File: config.mk
export PLATFORM = sky130hd
export DESIGN_NAME = cpm_regs
export DESIGN_NICKNAME = d
export VERILOG_FILES = /design/src/hdl/cpm_pkg.sv /design/src/hdl/cpm_regs.sv
export SDC_FILE = /design/constraint.sdc
export NUM_CORES = 1
export LEC_CHECK = 0
export BUFFER_PORTS_ARGS = -buffer_cell sky130_fd_sc_hd__buf_2
export CORE_MARGIN = 1
export CORE_UTILIZATION = 65
export DETAILED_ROUTE_END_ITERATION = 7
export PLACE_DENSITY_LB_ADDON = 0.05
export SLEW_MARGIN = 20
export SYNTH_ARGS = -nofsm -noshare
export SYNTH_HDL_FRONTEND = slang
export SYNTH_SLANG_ARGS = --single-unit
File: constraint.sdc
create_clock -name ref_clk_i -period 9.6 [get_ports ref_clk_i]
set_input_delay 2.88 -clock ref_clk_i [delete_from_list [all_inputs] [get_ports ref_clk_i]]
set_output_delay 2.88 -clock ref_clk_i [all_outputs]
set_load 0.02 [all_outputs]
File: src/hdl/cpm_pkg.sv
// package for the clock power monitor register bank: offsets, field positions, reset values, carrier types
// assumes a serial port engine outside that turns bus frames into byte reads and writes
package cpm_pkg;
   localparam logic [15:0] OFS_XTAL_DBL   = 16'h00B4;
   localparam logic [15:0] OFS_REF_PWR    = 16'h00B5;
   localparam logic [15:0] OFS_OUT_PWR    = 16'h00B7;
   localparam logic [15:0] OFS_LOOP_PWR   = 16'h00B8;
   localparam logic [15:0] OFS_REF0_TOP   = 16'h00B9;
   localparam logic [15:0] OFS_REF0_MID   = 16'h00BA;
   localparam logic [15:0] OFS_REF0_LOW   = 16'h00BB;
   localparam logic [15:0] OFS_REF1_TOP   = 16'h00BC;
   localparam logic [15:0] OFS_REF1_MID   = 16'h00BD;
   localparam logic [15:0] OFS_REF1_LOW   = 16'h00BE;
   localparam logic [15:0] OFS_IRQ_EN     = 16'h00C7;
   localparam logic [15:0] OFS_IRQ_STAT   = 16'h0200;

   localparam int BIT_DBL_BYPASS = 0;
   localparam int BIT_LOOP_DIS   = 2;
   localparam int BIT_CAL_RST    = 0;
   localparam int BIT_LOCK_LOSS  = 6;
   localparam int BIT_HOLDOVER   = 4;
   localparam int BIT_REF1_LOSS  = 1;
   localparam int BIT_REF0_LOSS  = 0;

   localparam int          THR_W     = 17;
   localparam logic [7:0]  CTRL_RST  = 8'h00;
   localparam logic [16:0] THR_RST   = 17'h00003;
   localparam logic [7:0]  EVT_MASK  = 8'h53;

   typedef struct packed {
      logic       crystal_doubler_bypass;
      logic [1:0] ref_input_disable;
      logic [7:0] output_disable;
      logic       digital_loop_disable;
      logic       analog_loop_cal_reset;
   } cpm_ctrl_t;

   typedef struct packed {
      logic [15:0] addr;
      logic        wr;
      logic        rd;
      logic [7:0]  wdata;
   } cpm_req_t;
endpackage

File: src/hdl/cpm_regs.sv
// register bank with power-down controls, reference loss monitors and the alarm interrupt
// assumes the serial port engine issues one-cycle byte strobes synchronous to ref_clk_i
// Overview of operation
// - bypass bit 0 feeds the loop twice the crystal frequency, bit 1 feeds the crystal frequency as is.
// - each input reference has a disable bit, 1 disables it and 0 keeps it running.
// - each of the eight outputs has a disable bit that stops its logic and floats its driver when 1.
// - the digital loop is stopped while its disable bit is 1 and runs while it is 0.
// - the analog loop calibration logic is held in reset while its reset bit is 1.
// - each reference has a 17-bit threshold of monitor periods after which a missing reference is a soft loss.
// - the lock loss flag reaches the interrupt only while its enable bit is 1.
// - the holdover flag reaches the interrupt only while its enable bit is 1.
// - each reference loss flag reaches the interrupt only while its own enable bit is 1.
// - all disable and interrupt enable bits reset to 0.
// - every alarm sets a sticky flag that stays until the host writes 1 to it.
module cpm_regs #(
   parameter logic [16:0] THR_RESET = cpm_pkg::THR_RST
) (
   input  wire logic               ref_clk_i,
   input  wire logic               reset_i,
   input  wire cpm_pkg::cpm_req_t  req_i,
   output logic [7:0]              rd_data_o,
   input  wire logic               monitor_tick_i,
   input  wire logic [1:0]         ref_edge_i,
   input  wire logic               lock_loss_i,
   input  wire logic               holdover_i,
   output cpm_pkg::cpm_ctrl_t      ctrl_o,
   output logic [7:0]              output_drive_en_o,
   output logic [1:0]              ref_loss_o,
   output logic                    irq_n_out_o
);
   logic [7:0]  dbl_r, refp_r, outp_r, loopp_r, irq_en_r, flag_r, rd_data_r;
   logic [16:0] thr_r [2];
   logic [16:0] cnt_r [2];
   logic [1:0]  loss_r;
   logic        irq_n_r;

   wire wr_dbl   = req_i.wr && req_i.addr == cpm_pkg::OFS_XTAL_DBL;
   wire wr_refp  = req_i.wr && req_i.addr == cpm_pkg::OFS_REF_PWR;
   wire wr_outp  = req_i.wr && req_i.addr == cpm_pkg::OFS_OUT_PWR;
   wire wr_loopp = req_i.wr && req_i.addr == cpm_pkg::OFS_LOOP_PWR;
   wire wr_en    = req_i.wr && req_i.addr == cpm_pkg::OFS_IRQ_EN;
   wire wr_stat  = req_i.wr && req_i.addr == cpm_pkg::OFS_IRQ_STAT;

   // alarm events in status bit layout
   wire [7:0] evt = {1'b0, lock_loss_i, 1'b0, holdover_i, 2'b00, loss_r} & cpm_pkg::EVT_MASK;
   wire [7:0] clr = wr_stat ? req_i.wdata : 8'h00;
   // set beats clear so an alarm during the clearing write is kept
   wire [7:0] flag_nxt = (flag_r & ~clr) | evt;
   // masking per source
   wire       irq_nxt = |(flag_r & irq_en_r & cpm_pkg::EVT_MASK);

   // only the documented bits are stored, so reserved bits read as zero whatever is written
   always_ff @(posedge ref_clk_i or posedge reset_i) begin
      if (reset_i) begin
         dbl_r    <= cpm_pkg::CTRL_RST;
         refp_r   <= cpm_pkg::CTRL_RST;
         outp_r   <= cpm_pkg::CTRL_RST;
         loopp_r  <= cpm_pkg::CTRL_RST;
         irq_en_r <= cpm_pkg::CTRL_RST;
         flag_r   <= 8'h00;
         irq_n_r  <= 1'b1;
      end else begin
         if (wr_dbl)   dbl_r    <= req_i.wdata & 8'h01;
         if (wr_refp)  refp_r   <= req_i.wdata & 8'h03;
         if (wr_outp)  outp_r   <= req_i.wdata;
         if (wr_loopp) loopp_r  <= req_i.wdata & 8'h05;
         if (wr_en)    irq_en_r <= req_i.wdata & cpm_pkg::EVT_MASK;
         flag_r  <= flag_nxt;
         irq_n_r <= ~irq_nxt;
      end
   end

   // per-reference threshold and missing-reference counter
   for (genvar g = 0; g < 2; g++) begin : g_mon
      localparam logic [15:0] TOP = g == 0 ? cpm_pkg::OFS_REF0_TOP : cpm_pkg::OFS_REF1_TOP;
      localparam logic [15:0] MID = g == 0 ? cpm_pkg::OFS_REF0_MID : cpm_pkg::OFS_REF1_MID;
      localparam logic [15:0] LOW = g == 0 ? cpm_pkg::OFS_REF0_LOW : cpm_pkg::OFS_REF1_LOW;
      wire wr_top = req_i.wr && req_i.addr == TOP;
      wire wr_mid = req_i.wr && req_i.addr == MID;
      wire wr_low = req_i.wr && req_i.addr == LOW;
      // a disabled reference is not watched, so it raises no loss alarm
      wire watch  = !refp_r[g];
      wire hit    = watch && monitor_tick_i && !ref_edge_i[g] && (cnt_r[g] + 17'h00001 >= thr_r[g]);
      always_ff @(posedge ref_clk_i or posedge reset_i) begin
         if (reset_i) begin
            thr_r[g]  <= THR_RESET;
            cnt_r[g]  <= 17'h00000;
            loss_r[g] <= 1'b0;
         end else begin
            if (wr_top) thr_r[g][16] <= req_i.wdata[0];
            if (wr_mid) thr_r[g][15:8] <= req_i.wdata;
            if (wr_low) thr_r[g][7:0] <= req_i.wdata;
            if (!watch || ref_edge_i[g]) begin
               cnt_r[g]  <= 17'h00000;
               loss_r[g] <= 1'b0;
            end else if (monitor_tick_i && !hit) begin
               cnt_r[g] <= cnt_r[g] + 17'h00001;
            end else if (hit) begin
               loss_r[g] <= 1'b1;
            end
         end
      end
   end

   wire [7:0] rd_mux =
      req_i.addr == cpm_pkg::OFS_XTAL_DBL ? dbl_r :
      req_i.addr == cpm_pkg::OFS_REF_PWR  ? refp_r :
      req_i.addr == cpm_pkg::OFS_OUT_PWR  ? outp_r :
      req_i.addr == cpm_pkg::OFS_LOOP_PWR ? loopp_r :
      req_i.addr == cpm_pkg::OFS_REF0_TOP ? {7'h00, thr_r[0][16]} :
      req_i.addr == cpm_pkg::OFS_REF0_MID ? thr_r[0][15:8] :
      req_i.addr == cpm_pkg::OFS_REF0_LOW ? thr_r[0][7:0] :
      req_i.addr == cpm_pkg::OFS_REF1_TOP ? {7'h00, thr_r[1][16]} :
      req_i.addr == cpm_pkg::OFS_REF1_MID ? thr_r[1][15:8] :
      req_i.addr == cpm_pkg::OFS_REF1_LOW ? thr_r[1][7:0] :
      req_i.addr == cpm_pkg::OFS_IRQ_EN   ? irq_en_r :
      req_i.addr == cpm_pkg::OFS_IRQ_STAT ? flag_r : 8'h00;

   always_ff @(posedge ref_clk_i or posedge reset_i) begin
      if (reset_i) rd_data_r <= 8'h00;
      else if (req_i.rd) rd_data_r <= rd_mux;
   end

   assign rd_data_o                   = rd_data_r;
   assign ctrl_o.crystal_doubler_bypass = dbl_r[cpm_pkg::BIT_DBL_BYPASS];
   assign ctrl_o.ref_input_disable    = refp_r[1:0];
   assign ctrl_o.output_disable       = outp_r;
   assign ctrl_o.digital_loop_disable = loopp_r[cpm_pkg::BIT_LOOP_DIS];
   assign ctrl_o.analog_loop_cal_reset = loopp_r[cpm_pkg::BIT_CAL_RST];
   assign output_drive_en_o           = ~outp_r;
   assign ref_loss_o                  = loss_r;
   assign irq_n_out_o                 = irq_n_r;
endmodule

==> impl_results.rst <==
.. list-table::
   :header-rows: 1

   * - Metric
     - Value
   * - Number of cells after detailed placement
     - 844
   * - Via count
     - 5432
   * - Max Freq
     - approximately 210 MHz
   * - Result of the run
     - finished clean
   * - Crit path kind
     - input pin to flop
   * - Peak supply drop
     - around 0.079 mV
   * - Worst-Margin Slew
     - about 1000 ps
   * - Pre-CTS setup slack
     - 4510 ps
   * - Fraction of final layout cells with drive strength greater than 1
     - 0.215
   * - Clk Latency, worst-skew pair
     - ~380 ps
   * - Sequential group share of total power
     - 0.577
   * - Synth top area cells
     - sky130_fd_sc_hd__dfrtp_1 (38%), sky130_fd_sc_hd__mux2_2 (7.1%), sky130_fd_sc_hd__ha_1 (6.9%)
   * - WHS Path Cells
     - 1
   * - Maximum capacitance violations
     - 0
   * - Fin cells
     - 860
   * - Worst setup margin
     - 4800 ps
   * - Fraction of the yosys area taken by sequential cells
     - 0.399
   * - Overall routed net length
     - 16.6 mm
   * - GR Layer Usage met3
     - 0.0410
   * - Antenna violations before repair
     - 0
   * - Post-route worst hold slack
     - about 490 ps
   * - Net load switching power
     - 0.210 mW
   * - Met1 Usage GRT
     - 0.450
   * - Final Wtd Congestion
     - 0.998
   * - I/O pin cnt
     - between 60 and 70
   * - Async set or reset register ratio after synthesis
     - 1.00
   * - Worst endpoint data arrival time
     - between 5000 and 6000 ps
   * - Pwr Density
     - 107 nW/um^2
   * - Crit-path max FO
     - 8
   * - Register-to-Register Path Depth
     - 12
   * - Startpoint of the worst-slack reg-to-reg timing path
     - cnt_r[17]$_DFFE_PP0P_
   * - CTS sink count
     - approximately 100
   * - Count of endpoints failing hold in the final timing report
     - 0
   * - DR vias/cell
     - about 6.3
   * - Number of I/O port buffers
     - between 60 and 70
   * - Finished Cell Area
     - about 7100 um^2
   * - CP Capture Type
     - flop
   * - Number of levels in the clock H-tree
     - 3
   * - Total gr overflow
     - 0
   * - Normalized max-slew margin
     - 0.331
   * - Layout fillers
     - ~770
   * - Termination of the worst setup path
     - thr_r[20]$_DFFE_PP0P_
   * - Nets
     - a little under 800
   * - Switching power share of the total
     - 0.275
   * - Sum of internal, switching and leakage power
     - ~0.76 mW
   * - Proportion of netlist area held by the largest area contributor
     - 0.379
   * - Number of global-route vias before repair
     - 5119
   * - Die Ht
     - between 100 and 150 um
   * - CTS clock-pin slew for the worst setup and hold paths
     - 120 ps
   * - Cell Area, Placed
     - a little under 7000 um^2
   * - Final Setup Violations
     - 0
   * - Critical Path Start Type
     - input pin
   * - Quantity of hold-fixing buffers added after cts
     - 0
   * - Unrepaired setup endpoints after global routing
     - false
   * - Core Area
     - about 10000 um^2
   * - Worst reg2reg endpoint
     - cnt_r[26]$_DFFE_PP0P_
   * - Number of distinct library cell variants in the gate-level netlist after synthesis
     - 63
   * - Cell-internal power
     - 0.553 mW
   * - Post-Synthesis Cell Area
     - between 6000 and 7000 um^2
   * - CTS max path bufs
     - 2
   * - # diodes
     - 0
   * - Syn Nets
     - ~740
   * - Largest area contributor in the netlist
     - sky130_fd_sc_hd__dfrtp_1
   * - Detailed Place HPWL
     - 12.5 mm
   * - CTS tree
     - built
   * - Initial Utilization
     - 0.670
   * - Relative contribution of the clock network to total power
     - 0.358
   * - Proportion of power drawn by combinational gates
     - 0.065
   * - Width of the chip
     - between 100 and 150 um
   * - Number of clock buffers inserted by TritonCTS
     - 9
   * - Classification of the worst-slack hold path
     - flop to flop
   * - Maximum number of pins on one net before global-route repair
     - approximately 60
   * - Area growth from synthesis to final layout
     - 8.91%
   * - Dominant synthesized flop cell
     - sky130_fd_sc_hd__dfrtp_1
   * - Global routing's busiest layer
     - met2
   * - GRT Total Usage
     - 0.335
   * - Number of synthesized flops with an enable pin
     - 0
   * - Crit path required time
     - slightly below 10000 ps
   * - DRC Markers
     - 0
   * - Yosys reg bits
     - between 100 and 150
   * - Final routed wire length divided by cell count
     - 19.3 um
   * - Cell types with the highest counts after synthesis
     - sky130_fd_sc_hd__dfrtp_1 (99), sky130_fd_sc_hd__inv_1 (53), sky130_fd_sc_hd__a21oi_1 (44), sky130_fd_sc_hd__mux2_2 (41), sky130_fd_sc_hd__o21ai_0 (40)
   * - Die area
     - between 10000 and 15000 um^2
   * - Post-CTS setup buffer count
     - 0
   * - Global routing usage on met2
     - 0.547
   * - Rows
     - 36
   * - DRT iter0 DRCs
     - about 370
   * - Antenna-violating nets left
     - 0
   * - Sum Neg Setup Slack
     - 0 ps
   * - Fin crit share
     - 0.500
   * - Root Buffer Master
     - sky130_fd_sc_hd__clkbuf_8
   * - 1st-pass router iterations
     - 5
   * - CTS resizes
     - 0
   * - Number of pins with negative max-slew slack in the final report
     - 0
   * - Avg Cell Area, Syn
     - 9.74 um^2
   * - Yosys synthesis warning count
     - 0
   * - Worst Skew
     - around 14 ps
   * - Cell with the most instances after synthesis
     - sky130_fd_sc_hd__dfrtp_1
   * - Worst setup path startpoint
     - req_i[24]
   * - Slack of the worst reg-to-reg path
     - approximately 5300 ps
   * - Wire length of the first global-routing pass
     - roughly 26 mm
   * - Crit path time final
     - 4800 ps
   * - Utilization of the core after routing
     - 0.729
   * - Number of standard cells after synthesis
     - about 670
   * - Leakage power figure
     - approximately 3.2 nW
==> logic make-up (layout without fill, tap and decap cells) <==
| logic type | count (synthesis) | count (layout) | synth area share |
|---|---|---|---|
| simple gates | 207 | 207 | 0.188 |
| compound gates | 160 | 160 | 0.156 |
| flops | 104 | 104 | 0.399 |
| buf+inv | 81 | 136 | 0.0503 |
| mux | 53 | 53 | 0.0969 |
| fa+ha+maj | 36 | 36 | 0.0688 |
| xor+xnor | 31 | 31 | 0.0415 |
==> power groups by stage <==
stage	combinational [mW]	clock [mW]	sequential, mW
after detailed placement	0.0494	0	0.448
after CTS	0.0495	0.276	0.440
after global placement	0.0487	0	0.448
after floorplan	0.0265	0	0.449
after global routing	0.0544	0.295	0.440
final	0.0494	0.273	0.440
==> final cells by class <==
type | instances | area (um^2) | share of cell area
repair buffers | 67 | 343 | 0.0481
flip-flops and latches | 104 | 2610 | 0.366
inverters | 53 | 201 | 0.0283
well taps | 133 | 166 | 0.0233
multi-input cells | 487 | 3610 | 0.507
clock inverters | 7 | 71.3 | 0.0100
clock buffers | 9 | 124 | 0.0174
==> worst min path at each step <==
stage                                 start               endpoint  slack (ps)
floorplan           irq_en_r[4]$_DFFE_PP0P_  irq_n_out_o$_DFF_PP1_         420
global placement    irq_en_r[4]$_DFFE_PP0P_  irq_n_out_o$_DFF_PP1_         470
detailed placement  irq_en_r[6]$_DFFE_PP0P_  irq_n_out_o$_DFF_PP1_         480
CTS                 irq_en_r[6]$_DFFE_PP0P_  irq_n_out_o$_DFF_PP1_         490
global route        irq_en_r[4]$_DFFE_PP0P_  irq_n_out_o$_DFF_PP1_         510
finish              irq_en_r[6]$_DFFE_PP0P_  irq_n_out_o$_DFF_PP1_         490
==> placed cells by master, fill, tap and decap left out, types with 8 or more instances in the layout <==
cell type and count:
sky130_fd_sc_hd__xnor2_1 22, sky130_fd_sc_hd__nand2_1 37, sky130_fd_sc_hd__mux2_2 41, sky130_fd_sc_hd__mux2_4 8
sky130_fd_sc_hd__o31ai_1 16, sky130_fd_sc_hd__and3_1 12, sky130_fd_sc_hd__a21oi_1 44, sky130_fd_sc_hd__o211ai_1 10
sky130_fd_sc_hd__or3_1 21, sky130_fd_sc_hd__ha_1 36, sky130_fd_sc_hd__inv_1 52, sky130_fd_sc_hd__dfrtp_1 99
sky130_fd_sc_hd__buf_2 64, sky130_fd_sc_hd__or4_1 12, sky130_fd_sc_hd__clkbuf_8 9, sky130_fd_sc_hd__a22o_1 8
sky130_fd_sc_hd__xor2_1 9, sky130_fd_sc_hd__nor2_1 22, sky130_fd_sc_hd__o21ai_0 40, sky130_fd_sc_hd__nand4_1 12
sky130_fd_sc_hd__nand3_1 29, sky130_fd_sc_hd__nor4_1 12
==> worst max-delay path: stages <==
cell and delay (ps):
sky130_fd_sc_hd__buf_2 100, sky130_fd_sc_hd__nor4_1 580, sky130_fd_sc_hd__nand4_1 330, sky130_fd_sc_hd__nor3_1 470, sky130_fd_sc_hd__nand2_1 340, sky130_fd_sc_hd__mux2_2 360
==> flip-flops by register name (all words and copies together) (netlist names) <==
name	flops
cnt_r	34
dbl_r	1
flag_r	8
irq_en_r	4
irq_n_out_o	1
loopp_r	2
outp_r	8
rd_data_o	8
ref_loss_o	2
refp_r	2
thr_r	34
==> routing by layer <==
layer	up-vias	wire length, um
li1	2573	-
met1	2617	7290
met2	214	7840
met3	28	1020
met4	0	478
met5	-	0
(Power assumes the default switching activity.)
